[src/core/adc_port_pkg.sv]
// Purpose: shared constants and types for the converter result port
// Assumes: 100 MHz pclk, 32-bit APB with byte addresses
// Notes: control and status layout is local to this block
package adc_port_pkg;

    localparam int ADDR_WIDTH = 8;
    localparam logic [7:0] ADDR_CTRL = 8'h00;
    localparam logic [7:0] ADDR_STATUS = 8'h04;
    localparam logic [7:0] ADDR_RESULT = 8'h08;

    localparam int CTRL_WIDTH = 5;
    localparam int CTRL_SWAP_BIT = 0;
    localparam int CTRL_FORMAT_BIT = 1;
    localparam int CTRL_FAST_BIT = 2;
    localparam int CTRL_LOWPWR_BIT = 3;
    localparam int CTRL_SERIAL_BIT = 4;
    localparam logic [4:0] CTRL_RESET = 5'h02;

    localparam int STAT_LATE_BIT = 0;
    localparam int STAT_UNDEF_BIT = 1;
    localparam int STAT_MODE_LSB = 2;
    localparam logic [1:0] STAT_MODE_NORMAL = 2'h0;
    localparam logic [1:0] STAT_MODE_FAST = 2'h1;
    localparam logic [1:0] STAT_MODE_REDUCED = 2'h2;

    localparam logic [15:0] RESULT_RESET = 16'h0000;
    localparam int DATA_WIDTH = 16;

    localparam int CLK_FREQ_MHZ = 100;
    localparam int MAX_INTERVAL_US = 1000;
    localparam int MAX_INTERVAL_CYCLES = MAX_INTERVAL_US * CLK_FREQ_MHZ;

    typedef enum logic [1:0]
    {
        MODE_NORMAL,
        MODE_FAST,
        MODE_REDUCED,
        MODE_UNDEFINED
    } conv_mode_type;

endpackage

[src/core/adc_result_port.sv]
// Purpose: result port mode logic of a 16-bit converter behind APB
// Assumes: raw result is straight binary from the conversion core
// Notes: serial port functions are outside this block
`timescale 1ns/1ns
module adc_result_port
    import adc_port_pkg::*;
#(
    parameter int MAX_INTERVAL = adc_port_pkg::MAX_INTERVAL_CYCLES
)
(
    input wire logic pclk,
    input wire logic presetn,
    input wire logic [adc_port_pkg::ADDR_WIDTH-1:0] paddr,
    input wire logic psel,
    input wire logic penable,
    input wire logic pwrite,
    input wire logic [31:0] pwdata,
    output logic [31:0] prdata,
    output logic pready,
    output logic pslverr,
    input wire logic conv_start_pin,
    input wire logic [adc_port_pkg::DATA_WIDTH-1:0] raw_result,
    input wire logic raw_result_valid,
    output logic conv_start,
    output logic mode_fast,
    output logic mode_reduced_power,
    output logic [adc_port_pkg::DATA_WIDTH-1:0] result_bus_out,
    output logic [adc_port_pkg::DATA_WIDTH-1:0] result_bus_oe
);

    import adc_port_pkg::*;

    localparam int CNT_W = $clog2(MAX_INTERVAL + 1);
    localparam logic [CNT_W-1:0] CNT_LAST = CNT_W'(MAX_INTERVAL - 1);

    logic [CTRL_WIDTH-1:0] ctrl;
    logic late_flag;
    logic undef_flag;
    logic armed;
    logic [CNT_W-1:0] interval_count;
    logic [DATA_WIDTH-1:0] last_raw;
    logic start_rise;
    conv_mode_type mode;

    // bus decode
    wire access = psel & penable;
    wire bus_write = access & pready & pwrite;
    wire hit_ctrl = paddr == ADDR_CTRL;
    wire hit_status = paddr == ADDR_STATUS;
    wire hit_result = paddr == ADDR_RESULT;
    wire hit_any = hit_ctrl | hit_status | hit_result;
    wire ctrl_write = bus_write & hit_ctrl;
    wire status_write = bus_write & hit_status;

    wire byte_order_swap = ctrl[CTRL_SWAP_BIT];
    wire output_code_format = ctrl[CTRL_FORMAT_BIT];
    wire fast_rate_select = ctrl[CTRL_FAST_BIT];
    wire low_power_select = ctrl[CTRL_LOWPWR_BIT];
    wire serial_parallel_select = ctrl[CTRL_SERIAL_BIT];

    // mode decode
    wire sel_fast = fast_rate_select & ~low_power_select;
    wire sel_reduced = low_power_select & ~fast_rate_select;
    wire sel_undef = fast_rate_select & low_power_select;

    // code format
    wire [DATA_WIDTH-1:0] coded =
        {raw_result[DATA_WIDTH-1] ^ ~output_code_format,
         raw_result[DATA_WIDTH-2:0]};
    // byte lanes
    wire [DATA_WIDTH-1:0] laned = byte_order_swap ?
        {coded[7:0], coded[15:8]} : coded;
    // parallel drive
    wire [DATA_WIDTH-1:0] next_oe =
        serial_parallel_select ? '0 : '1;

    wire [1:0] mode_code = (mode == MODE_FAST) ? STAT_MODE_FAST :
        (mode == MODE_REDUCED) ? STAT_MODE_REDUCED : STAT_MODE_NORMAL;
    wire [31:0] status_word = {28'h0000000, mode_code, undef_flag,
        late_flag};
    wire [31:0] next_prdata = !hit_any || pwrite ? 32'h00000000 :
        hit_ctrl ? {27'h0000000, ctrl} :
        hit_status ? status_word : {16'h0000, result_bus_out};

    // maximum interval check
    wire interval_expired = mode == MODE_FAST && armed && !start_rise
        && interval_count == CNT_LAST;
    wire next_late = interval_expired | (late_flag &
        ~(status_write & pwdata[STAT_LATE_BIT]));
    wire next_undef = sel_undef | (undef_flag &
        ~(status_write & pwdata[STAT_UNDEF_BIT]));

    pin_sync #(.WIDTH(1)) u_start_sync
    (
        .pclk(pclk),
        .presetn(presetn),
        .pin_in(conv_start_pin),
        .level(),
        .rise(start_rise)
    );

    // mode select
    always_comb
    begin
        case ({fast_rate_select, low_power_select})
            2'b10: mode = MODE_FAST;
            2'b01: mode = MODE_REDUCED;
            2'b00: mode = MODE_NORMAL;
            default: mode = MODE_UNDEFINED;
        endcase
    end

    // apb slave, two-cycle access
    always_ff @(posedge pclk or negedge presetn)
    begin
        if (!presetn)
        begin
            pready <= 1'b0;
            pslverr <= 1'b0;
            prdata <= 32'h00000000;
            ctrl <= CTRL_RESET;
        end
        else
        begin
            pready <= access & ~pready;
            if (access && !pready)
            begin
                prdata <= next_prdata;
                pslverr <= ~hit_any;
            end
            if (ctrl_write)
            begin
                ctrl <= pwdata[CTRL_WIDTH-1:0];
            end
        end
    end

    always_ff @(posedge pclk or negedge presetn)
    begin
        if (!presetn)
        begin
            mode_fast <= 1'b0;
            mode_reduced_power <= 1'b0;
            undef_flag <= 1'b0;
        end
        else
        begin
            // undefined combination falls back to normal timing
            mode_fast <= mode == MODE_FAST;
            mode_reduced_power <= mode == MODE_REDUCED;
            undef_flag <= next_undef;
        end
    end

    always_ff @(posedge pclk or negedge presetn)
    begin
        if (!presetn)
        begin
            result_bus_out <= RESULT_RESET;
            last_raw <= RESULT_RESET;
        end
        else if (raw_result_valid)
        begin
            result_bus_out <= laned;
            last_raw <= raw_result;
        end
    end

    always_ff @(posedge pclk or negedge presetn)
    begin
        if (!presetn)
        begin
            result_bus_oe <= '0;
        end
        else
        begin
            result_bus_oe <= next_oe;
        end
    end

    always_ff @(posedge pclk or negedge presetn)
    begin
        if (!presetn)
        begin
            conv_start <= 1'b0;
            armed <= 1'b0;
            interval_count <= '0;
            late_flag <= 1'b0;
        end
        else
        begin
            conv_start <= start_rise;
            late_flag <= next_late;
            if (start_rise)
            begin
                armed <= 1'b1;
                interval_count <= '0;
            end
            else if (mode != MODE_FAST || interval_expired)
            begin
                // one report per late gap, restarted by next start
                armed <= armed & (mode != MODE_FAST);
                interval_count <= '0;
            end
            else if (armed)
            begin
                interval_count <= interval_count + CNT_W'(1);
            end
        end
    end
endmodule

[src/core/pin_sync.sv]
// Purpose: three-stage synchroniser with agreement filter for a pin
// Assumes: pin is asynchronous to pclk
// Notes: level follows the pin once stages two and three agree
`timescale 1ns/1ns
module pin_sync
#(
    parameter int WIDTH = 1
)
(
    input wire logic pclk,
    input wire logic presetn,
    input wire logic [WIDTH-1:0] pin_in,
    output logic [WIDTH-1:0] level,
    output logic [WIDTH-1:0] rise
);

    logic [WIDTH-1:0] stage1;
    logic [WIDTH-1:0] stage2;
    logic [WIDTH-1:0] stage3;
    wire [WIDTH-1:0] agree = ~(stage2 ^ stage3);
    wire [WIDTH-1:0] next_level = (agree & stage3) | (~agree & level);

    // stage1 feeds stage2 only, to keep metastability contained
    always_ff @(posedge pclk or negedge presetn)
    begin
        if (!presetn)
        begin
            stage1 <= '0;
            stage2 <= '0;
            stage3 <= '0;
            level <= '0;
            rise <= '0;
        end
        else
        begin
            stage1 <= pin_in;
            stage2 <= stage1;
            stage3 <= stage2;
            level <= next_level;
            rise <= next_level & ~level;
        end
    end

endmodule

[config.mk]
export PLATFORM = sky130hd
export DESIGN_NAME = adc_result_port
export DESIGN_NICKNAME = d
export VERILOG_FILES = /design/src/core/adc_port_pkg.sv /design/src/core/adc_result_port.sv /design/src/core/pin_sync.sv
export SDC_FILE = /design/constraint.sdc
export NUM_CORES = 1
export LEC_CHECK = 0
export BUFFER_PORTS_ARGS = -buffer_cell sky130_fd_sc_hd__buf_4
export CAP_MARGIN = 25
export CORE_UTILIZATION = 43
export DETAILED_ROUTE_END_ITERATION = 10
export HOLD_SLACK_MARGIN = 0.12
export PLACE_DENSITY_LB_ADDON = 0.25
export SETUP_SLACK_MARGIN = 0.1
export SLEW_MARGIN = 0
export SYNTH_ARGS = -nofsm -noshare
export SYNTH_HDL_FRONTEND = slang
export SYNTH_SLANG_ARGS = --single-unit
[constraint.sdc]
create_clock -name pclk -period 1.5 [get_ports pclk]
set_input_delay 0.075 -clock pclk [delete_from_list [all_inputs] [get_ports pclk]]
set_output_delay 0.075 -clock pclk [all_outputs]
set_load 0.01 [all_outputs]
==> Word level (Yosys, flattened, before mapping) <==
Cells that the tools add are included.
{ "op_classes": {"add_sub_neg": 1, "n_mul": 0, "div": 0, "n_lt_le_gt_ge": 0, "n_eq_ne": 8, "shift": 0, "mux": 13, "bitwise_logic": 29, "reduce_logical": 13} }
{ "ops": {"columns": ["cell", "count"], "rows": [
  ["$mux 16", 5],
  ["$mux 17", 3],
  ["$add 17x1->17 const B", 1],
  ["$eq 17x17->1 const B", 1],
  ["$and 1x1->1", 15],
  ["$eq 8x3->1 const B", 1],
  ["$eq 8x4->1 const B", 1],
  ["$logic_not 8->1", 1],
  ["$not 1->1", 7],
  ["$pmux 2 s3", 1],
  ["$or 1x1->1", 5],
  ["$eq 2x1->1 const B", 2],
  ["$eq 2x2->1 const B", 2],
  ["$logic_and 1x1->1", 4],
  ["$mux 2", 2],
  ["$logic_not 1->1", 3],
  ["$reduce_bool 3->1", 1],
  ["$logic_not 2->1", 1],
  ["$logic_or 1x1->1", 2],
  ["$mux 1", 2],
  ["$ne 2x1->1 const B", 1],
  ["$reduce_bool 2->1", 1],
  ["$xor 1x1->1", 2]
]} }
{ "totals": {"register_bits": 99, "latch_bits": 0, "mem_bits_rw": 0, "romBits": 0, "out_inout_bits": 69, "wordCells": 82, "mem_count": 0} }

==> Logic depth before layout (Yosys ltp) <==
Gate-level depths: netlist of run 1.
{ "logic_depth": {"word_depth": 9, "depth_mapped": 6} }

==> Hierarchy <==
From an unflattened synthesis of run 1, not the netlist that was laid out.
{ "unflattened": {"cells_unflattened": 299, "hier_area_um2": 3200.6} }
{ "modules_own_cells": {"columns": ["mod", "n_inst", "cells_each", "area_each_um2", "seq_area_each_um2"], "rows": [
  ["adc_result_port", 1, 292, 3054.2, 1577.8],
  ["pin_sync", 1, 7, 146.4, 125.1]
]} }

==> Worst setup path before layout of run 1 <==
OpenSTA, ideal clock, no wires.
{ "synth_timing": {"path_kind": "register -> register", "from": "register interval_count[6]", "to": "register interval_count[15]", "setup_time_ns": 0.078, "t_arrival_ns": 1.570, "setup_slack_ns": -0.148, "stages_incl_launch_ff": 5, "synth_period_minus_slack_ns": 1.648, "cell_sequence": "dfrtp_1 nand3_4 or3_4 or4_1 a21oi_1"} }
{ "synth_via": {"elab_chain_len": 5, "word_cells_on_any_way": 8, "cone_classes": "1 x add/sub; 1 x eq/ne; 3 x mux; 3 x reduce/logical"} }
{ "synth_rtl": {"columns": ["element", "line_no", "rtl"], "rows": [
  ["from (decl)", "adc_result_port.sv:40", "logic [CNT_W-1:0] interval_count;"],
  ["from (signal assigned)", "adc_result_port.sv:207", "interval_count <= interval_count + CNT_W'(1);"],
  ["parallel branches: the longest is 5 deep, another holds $add 17x1->17", null, null]
]} }
Parallel ways; which one is timed is not known. The select of a mux whose other input is x is not followed.
A chain may end at the register's enable or synchronous reset.

==> Final worst setup path of run 1 <==
{ "layout_timing": {"from": "register interval_count[12]", "to": "register interval_count[15]"} }
The elaborated chain is that of the path after synthesis.

==> metrics.md, run 1 <==
| Metric | Value |
|---|---|
| Logic pwr share | 0.106 |
| Worst hold margin | 0.167 ns |
| Cell variety after synth | 43 |
| Final nets | 499 |
| Drt first pass iters | 4 |
| Clk slew on worst S/H paths | 0.07 ns |
| Type of origin of the critical path | flip-flop |
| Leakage power | 2.15 nW |
| Violated checks | negative setup slack |
| Cell area after synthesis | 0.00322 sq mm |
| Status | finished with violations |
| Avg WL per Cell | 14.1 microns |
| Area occupied by registers | between 0.0015 and 0.002 sq mm |
| Placer congestion estimate | around 0.83 |
| Data required, critical path | 1.77 ns |
| Longest Clk Path Bufs | 2 |
| RSZ-0062 raised after global routing | yes |
| PwrDens | around 840 mW/mm^2 |
| Pre-CTS setup slack | -0.0986 ns |
| Root buffer cell | clkbuf_8 |
| Yosys reg bits | 68 |
| Crit Path Max Fanout | 3 |
| First-pass GRT wire length | 12.3 mm |
| Post-DR vias/cell | 4.81 |
| Gate Count Post-Synth | 300 |
| Largest net degree at the start of global routing | 44 |
| Initial Util | 0.443 |
| FILL cells | 573 |
| CP endpoint kind | flip-flop |
| Maxcap violations | 0 |
| Most frequent cells in the layout | buf_4, dfrtp_1, nor2_1 |
| Via count | 2595 |
| GR Util All Layers | 0.210 |
| TritonCTS Buffers | 9 |
| Commonest non-fill, non-tap cell in the layout | buf_4 |
| Final period util | 1.09 |
| CP arrival | 1.91 ns |
| Predominant post-synthesis flop cell | dfrtp_1 |
| Syn_area_per_cell | 10.7 sq um |
| Final HPWL DP | 5.15 mm |
| Multi-input logic area | 0.00134 sq mm |
| Sink Count | 68 |
| Final min period | 1.64 ns |
| Vias in the first global route | 2591 |
| Die area | 0.00783 sq mm |
| Die H | ~90 microns |
| Gr ovfl total | 0 |
| Port Buffer Count | 88 |
| Core area | 0.00725 sq mm |
| DRC violation count after routing | 0 |
| Switch share | 0.237 |
| Layout cells sized above 1 | 0.384 |
| Area Overhead vs Synth | 43.7% |
| Slew Viols, Final | 0 |
| Antenna violations before repair | 0 |
| EDFF count, synth | 0 |
| Worst Hold Class | in2reg |
| Final WS setup | -0.139 ns |
| Hold Fails Final Rpt | 0 |
| Final setup violation count | 16 |
| NetSw | 0.917 mW |
| DRT Wirelength | 7.59 mm |
| Ports | 132 |
| Clk pwr share | 0.394 |
| WS Path Type | reg2reg |
| CTS HTree Levels | 3 |
| Num rows | 31 |
| Fin area | roughly 0.0046 sq mm |
| Internal | between 2 and 3 mW |
| Diode count | 0 |
| DP Area | about 0.004 sq mm |
| Skew-Pair Late Insertion Delay | between 0.3 and 0.4 ns |
| Async SR Flop Fraction | 1.00 |
| Register area share after synthesis | 0.530 |
| Reg power frac | 0.500 |
| Initial DRC Count | 126 |
| Worst Clk Skew | 0.00751 ns |
| Routed Antenna Nets | 0 |
| Synth Warn # | 0 |
| TritonCTS clock tree | built |
| Slack of the worst reg-to-reg path | -0.14 ns |
| Fmax | 0.610 GHz |
| Width of the chip | 88.5 microns |
| Max rail drop VDD | 0.000501 V |
==> worst paths after layout <==
kind                                      from                   to  cells past startpoint
max in group asynchronous              presetn              ctrl[1]                      3
min reg2reg                u_start_sync.stage1  u_start_sync.stage2                      0
min in group asynchronous              presetn    u_start_sync.rise                      2
min                                     pwrite            prdata[1]                      3
max                         interval_count[12]   interval_count[15]                      4
max reg2reg                 interval_count[12]   interval_count[15]                      4
==> stage by stage <==
| stage | instances | TNS, ns | total power, mW | utilization |
|---|---|---|---|---|
| 2_1_floorplan | 315 | -0.219 | 2.13 | - |
| 3_3_place_gp | 494 | -0.999 | 2.32 | 0.563 |
| 3_5_place_dp | 494 | -1.34 | 2.33 | 0.563 |
| 4_1_cts | 535 | -0.962 | 3.90 | 0.629 |
| 5_1_grt | 539 | -3.19 | 4.05 | 0.637 |
| 6_report | 539 | -1.72 | 3.87 | 0.637 |
==> power groups by stage <==
| stage | Sequential, mW | Clock (mW) | Combinational (mW) |
|---|---|---|---|
| floorplan | 1.98 | 0 | 0.143 |
| global placement | 1.97 | 0 | 0.349 |
| detailed placement | 1.97 | 0 | 0.355 |
| CTS | 1.94 | 1.56 | 0.407 |
| global route | 1.94 | 1.65 | 0.459 |
| finish | 1.94 | 1.53 | 0.411 |
==> synth_stat cells, types with 2 or more instances <==
master	count	area share
a21oi_1	20	0.031
buf_2	4	0.0062
nand2_1	20	0.023
xor2_1	4	0.011
mux2_2	8	0.028
a22o_1	11	0.030
a21boi_0	2	0.0047
o31ai_1	2	0.0047
nor3_1	3	0.0047
nor4_1	7	0.014
nand4_1	2	0.0039
nor2_1	36	0.042
mux2i_1	21	0.065
o21ai_0	9	0.014
nor2b_1	3	0.0058
buf_4	31	0.072
inv_1	5	0.0058
and3_1	2	0.0039
xnor2_1	10	0.027
buf_1	2	0.0023
nand3_1	6	0.0093
dfrtp_1	67	0.52
clkbuf_1	5	0.0058
==> flip-flops by register name (all words and copies together), names as in the netlist, 5 cells and up <==
name            cells
interval_count     17
prdata             16
result_bus_out     16
ctrl                5
==> area by class of cell <==
type	instances	share of cell area
Clock buffer	12	0.0336
Clock inverter	4	0.0103
Inverter	5	0.00406
Multi-Input combinational cell	200	0.291
Sequential cell	68	0.369
Tap cell	99	0.0268
Timing Repair Buffer	151	0.266
==> critical path, cell delays in order (launching register included) <==
cell and delay, ns:
dfrtp_1 0.38, nand4_1 0.13, or3_4 0.41, or4_4 0.52, a21oi_2 0.14
==> cell families after synthesis <==
group                    after synthesis  synth area share
multiplexers                          29            0.0934
XOR/XNOR                              14            0.0381
AO/OA/AOI/OAI                         47            0.0934
adder cells (fa/ha/maj)                2           0.00700
buffers and inverters                 47            0.0926
other                                  1           0.00117
AND/OR/NAND/NOR                       92             0.145
flip-flops                            68             0.530
==> routing by layer <==
metal  track usage  part of all wire
met1         0.268              0.43
met2         0.349              0.51
met3        0.0634             0.049
met4        0.0572            0.0067
met5             0                 0
==> repair_timing <==
item	4_1_cts	5_1_grt
resized for setup	4	12
setup endpoints to repair	22	37
hold buffers	25	0
setup buffers	0	4
pin swaps	2	8
hold endpoints to repair	91	0
Power figures use the tool's default switching activity.
==> inputs of run 2 (changes only) <==
--- a/config.mk
+++ b/config.mk
@@ -12,6 +12,7 @@
 export HOLD_SLACK_MARGIN = 0.12
 export PLACE_DENSITY_LB_ADDON = 0.25
 export SETUP_SLACK_MARGIN = 0.1
+export SKIP_CTS_REPAIR_TIMING = 1
 export SLEW_MARGIN = 0
 export SYNTH_ARGS = -nofsm -noshare
 export SYNTH_HDL_FRONTEND = slang
==> metrics.md, run 2 (same netlist as run 1, synthesis figures left out) <==
| Metric | Value |
|---|---|
| CP arrival | 1.89 ns (-0.02 ns) |
| Sink Count | 68 (unchanged) |
| Hold Fails Final Rpt | 0 (unchanged) |
| NetSw | 0.915 mW (-0.27%) |
| Max rail drop VDD | 0.000499 V (-0.41%) |
| Biggest register | interval_count |
| Initial Util | 0.443 (unchanged) |
| Final min period | 1.62 ns (-0.0226 ns) |
| Setup_tns | -1.34 ns (+0.378 ns) |
| Antenna violations before repair | 0 (unchanged) |
| Type of origin of the critical path | flip-flop |
| Via count | 2621 (+1.0%) |
| Crit Path Max Fanout | 3 (unchanged) |
| Routed Antenna Nets | 0 (unchanged) |
| Largest net degree at the start of global routing | 44 (unchanged) |
| Slew Viols, Final | 0 (unchanged) |
| Vias in the first global route | 2426 (-6.4%) |
| Final setup violation count | 16 (unchanged) |
| Longest Clk Path Bufs | 2 (unchanged) |
| Die area | 0.00783 sq mm (unchanged) |
| GR Util All Layers | 0.198 (-0.0125) |
| Gr ovfl total | 0 (unchanged) |
| Logic pwr share | 0.106 (about the same) |
| Ports | 132 (unchanged) |
| Core area | 0.00725 sq mm (unchanged) |
| Final WS setup | -0.116 ns (+0.0226 ns) |
| First-pass GRT wire length | 11.5 mm (-6.2%) |
| DRC violation count after routing | 0 (unchanged) |
| Reg power frac | 0.500 (about the same) |
| PwrDens | 825 mW/mm^2 (-1.6%) |
| Placer congestion estimate | 0.832 (unchanged) |
| Clk pwr share | 0.394 (about the same) |
| Status | finished with violations |
| Switch share | 0.236 (-0.000390) |
| CTS HTree Levels | 3 (unchanged) |
| Root buffer cell | clkbuf_8 |
| Worst hold margin | 0.133 ns (-0.0346 ns) |
| Leakage power | 2.14 nW (-0.49%) |
| Most frequent cells in the layout | buf_4, dfrtp_1, nor2_1, dlygate4sd3_1, mux2i_1 |
| Final period util | 1.08 (-0.0151) |
| Final HPWL DP | 5.15 mm (unchanged) |
| Diode count | 0 (unchanged) |
| WS Path Type | reg2reg |
| Violated checks | negative setup slack |
| Worst Clk Skew | 0.00745 ns (-0.0000590 ns) |
| Worst Hold Class | in2reg |
| Max FFs per register | 17 (unchanged) |
| Drt first pass iters | 4 (unchanged) |
| Fmax | 0.619 GHz (+1.4%) |
| DRT Wirelength | 7.72 mm (+1.7%) |
| Avg WL per Cell | 14.4 microns (+2.2%) |
| CP endpoint kind | flip-flop |
| TritonCTS clock tree | built |
| Internal | 2.96 mW (about the same) |
| Top flop regs | interval_count x17, prdata x16, result_bus_out x16 |
| Port Buffer Count | 88 (unchanged) |
| Maxcap violations | 0 (unchanged) |
| Initial DRC Count | 133 (+5.6%) |
| TritonCTS Buffers | 9 (unchanged) |
| Width of the chip | 88.5 microns (unchanged) |
| Skew-Pair Late Insertion Delay | 0.34 ns (about the same) |
| Layout cells sized above 1 | 0.421 (+0.0370) |
| Final nets | 496 (-0.60%) |
| Post-DR vias/cell | 4.89 (+1.6%) |
| Clk slew on worst S/H paths | 0.07 ns (about the same) |
| Data required, critical path | 1.77 ns (about the same) |
| Area Overhead vs Synth | 45.8% |
| Commonest non-fill, non-tap cell in the layout | buf_4 |
| Num rows | 31 (unchanged) |
| RSZ-0062 raised after global routing | yes |
| Die H | 88.5 microns (unchanged) |
==> run 2: metrics by stage <==
stage	setup WS (ns)	util	std cells	total power, mW	area, sq um
5_1_grt	-0.183	0.647	536	4.05	4690
4_1_cts	-0.116	0.591	510	3.85	4290
3_3_place_gp	-0.0769	0.563	494	2.32	4090
3_5_place_dp	-0.0986	0.563	494	2.33	4090
6_report	-0.116	0.647	536	3.87	4690
2_1_floorplan	-0.105	-	315	2.13	3300
==> run 2: path summary, 6_finish.rpt <==
check	start	end	slack [ns]	cells past startpoint
max	interval_count[11]	interval_count[15]	-0.12	4
min	raw_result_valid	result_bus_out[11]	0.13	2
max reg2reg	interval_count[11]	interval_count[15]	-0.12	4
min reg2reg	u_start_sync.stage1	u_start_sync.stage2	0.36	0
max in group asynchronous	presetn	ctrl[1]	0.72	3
min in group asynchronous	presetn	u_start_sync.rise	0.19	2
==> run 2: area by class of cell <==
cell class,instances,area [sq um]
timing repair buffer,148,1210
inverter,5,18.8
tap,99,124
sequential,68,1700
fill,567,2560
multi-input combinational,200,1430
clock inverter,4,47.5
clock buffer,12,155
==> run 2: power groups by stage <==
stage / clock network (mW) / registers, mW / logic [mW]
after detailed placement: 0 / 1.97 / 0.355
after global placement: 0 / 1.97 / 0.349
after CTS: 1.56 / 1.94 / 0.355
after global routing: 1.65 / 1.94 / 0.457
after floorplan: 0 / 1.98 / 0.143
final: 1.52 / 1.94 / 0.409
==> run 2: worst max-delay path: stages, from the launching register on <==
cell and delay (ns):
dfrtp_1 0.38, nand4_1 0.13, or3_4 0.40, or4_4 0.52, a21oi_2 0.12
==> run 2: layer usage <==
layer	global-route usage	up-vias	wire [microns]
li1	-	1258	-
met1	0.256	1288	3210
met2	0.315	65	4020
met3	0.0690	10	390
met4	0.0572	0	100
met5	0	-	0
==> inputs of run 3 (changes only) <==
--- a/config.mk
+++ b/config.mk
@@ -8,6 +8,7 @@
 export BUFFER_PORTS_ARGS = -buffer_cell sky130_fd_sc_hd__buf_4
 export CAP_MARGIN = 25
 export CORE_UTILIZATION = 43
+export CTS_BUF_LIST = sky130_fd_sc_hd__clkbuf_16
 export DETAILED_ROUTE_END_ITERATION = 10
 export HOLD_SLACK_MARGIN = 0.12
 export PLACE_DENSITY_LB_ADDON = 0.25
==> metrics.md, run 3 (same netlist as run 1, synthesis figures left out) <==
| Metric | Value |
|---|---|
| Avg WL per Cell | 14.4 microns (-0.13%) |
| Top flop regs | interval_count x17, prdata x16, result_bus_out x16 |
| First-pass GRT wire length | 11.7 mm (+1.2%) |
| Placer congestion estimate | 0.832 (unchanged) |
| Worst Hold Depth | 3 (+1) |
| Skew-Pair Late Insertion Delay | 0.33 ns (about the same) |
| Layout cells sized above 1 | 0.407 (-0.0142) |
| Maxcap violations | 0 (unchanged) |
| Worst hold margin | 0.0633 ns (-0.0693 ns) |
| Core area | 0.00725 sq mm (unchanged) |
| Antenna violations before repair | 0 (unchanged) |
| TritonCTS Buffers | 9 (unchanged) |
| Post-DR vias/cell | 4.88 (-0.28%) |
| CP endpoint kind | flip-flop |
| Biggest register | interval_count |
| Final period util | 1.08 (+0.00354) |
| R2R depth | 4 (unchanged) |
| Status | finished with violations |
| Commonest non-fill, non-tap cell in the layout | buf_4 |
| CP arrival | 1.88 ns (about the same) |
| Final setup violation count | 16 (unchanged) |
| Die H | 88.5 microns (unchanged) |
| Longest Clk Path Bufs | 2 (unchanged) |
| DRT Wirelength | 7.68 mm (-0.51%) |
| Drt first pass iters | 4 (unchanged) |
| Num rows | 31 (unchanged) |
| Final min period | 1.62 ns (+0.00532 ns) |
| Slew Viols, Final | 0 (unchanged) |
| Worst Clk Skew | 0.00550 ns (-0.00195 ns) |
| GR Util All Layers | 0.203 (+0.00585) |
| Crit Path Max Fanout | 3 (unchanged) |
| Fmax | 0.617 GHz (-0.33%) |
| Type of origin of the critical path | flip-flop |
| Fin util | 0.652 (+0.00500) |
| Via count | 2604 (-0.65%) |
| Clk slew on worst S/H paths | 0.05 ns (-0.02 ns) |
| RSZ-0062 raised after global routing | yes |
| Initial Util | 0.443 (unchanged) |
| Diode count | 0 (unchanged) |
| Port Buffer Count | 88 (unchanged) |
| TritonCTS clock tree | built |
| Data required, critical path | 1.76 ns (about the same) |
| Die area | 0.00783 sq mm (unchanged) |
| Slack of the worst reg-to-reg path | -0.12 ns (about the same) |
| CTS HTree Levels | 3 (unchanged) |
| Width of the chip | 88.5 microns (unchanged) |
| Initial DRC Count | 84 (-37%) |
| Overall power | 4.35 mW (+12%) |
| DRC violation count after routing | 0 (unchanged) |
| Ports | 132 (unchanged) |
| Final nets | 494 (-0.40%) |
| WS Path Type | reg2reg |
| Worst Hold Class | in2reg |
| PwrDens | 920 mW/mm^2 (+11%) |
| Gr ovfl total | 0 (unchanged) |
| Final HPWL DP | 5.15 mm (unchanged) |
| DP Area | 0.00409 sq mm (unchanged) |
| FILL cells | 575 (+1.4%) |
| Leakage power | 2.17 nW (+1.3%) |
| Pre-CTS setup slack | -0.0986 ns (unchanged) |
| Violated checks | negative setup slack |
| Largest net degree at the start of global routing | 44 (unchanged) |
| Final Non-Filler Cells | 534 (-0.37%) |
| Fin area | 0.00473 sq mm (+0.77%) |
| Setup_tns | -0.668 ns (+0.671 ns) |
| Max rail drop VDD | 0.000569 V (+14%) |
| Most frequent cells in the layout | buf_4, dfrtp_1, nor2_1 |
| Post-placement cell count | 494 (unchanged) |
| Hold Fails Final Rpt | 0 (unchanged) |
| Routed Antenna Nets | 0 (unchanged) |
| Sink Count | 68 (unchanged) |
| Area Overhead vs Synth | 47.0% |
| Final WS setup | -0.122 ns (-0.00532 ns) |
| Max FFs per register | 17 (unchanged) |
| Vias in the first global route | 2444 (+0.74%) |
| Root buffer cell | clkbuf_16 |
-- run 3: cell types whose count changed in the layout (fill, tap and decap cells not counted), sizes merged --
cell,delta
buf,-1
clkinv,+2
clkbuf,-3
inv,+1
dlygate4sd3,-1
-- run 3: worst paths after layout --
path / start / endpoint
worst max-delay path: interval_count[11] / interval_count[15]
worst min-delay path: paddr[3] / pslverr
worst max register to register: interval_count[11] / interval_count[15]
worst min register to register: u_start_sync.stage1 / u_start_sync.stage2
max in group asynchronous: presetn / ctrl[1]
min in group asynchronous: presetn / u_start_sync.rise
-- run 3: final cells by class --
type | instances | area, sq um | share of cell area
Sequential cell | 68 | 1700 | 0.360
Multi-Input combinational cell | 200 | 1410 | 0.298
Timing Repair Buffer | 146 | 1190 | 0.252
Clock buffer | 9 | 225 | 0.0477
Tap cell | 99 | 124 | 0.0262
Clock inverter | 7 | 58.8 | 0.0124
Inverter | 5 | 18.8 | 0.00397
-- run 3: metal layers --
metal | track usage | wire length (microns)
met1 | 0.255 | 3200
met3 | 0.0746 | 326
met2 | 0.322 | 4020
met5 | 0 | 0
met4 | 0.0792 | 132
-- run 3: power by group --
part,switching (mW),internal (mW)
clock network,0.742,1.26
logic,0.195,0.211
registers,0.0474,1.89
total,0.984,3.36
-- run 3: critical path, cell delays in order (launching register included) --
cell and delay (ns):
dfrtp_1 0.38, nand4_1 0.13, or3_4 0.40, or4_4 0.52, a21oi_2 0.12
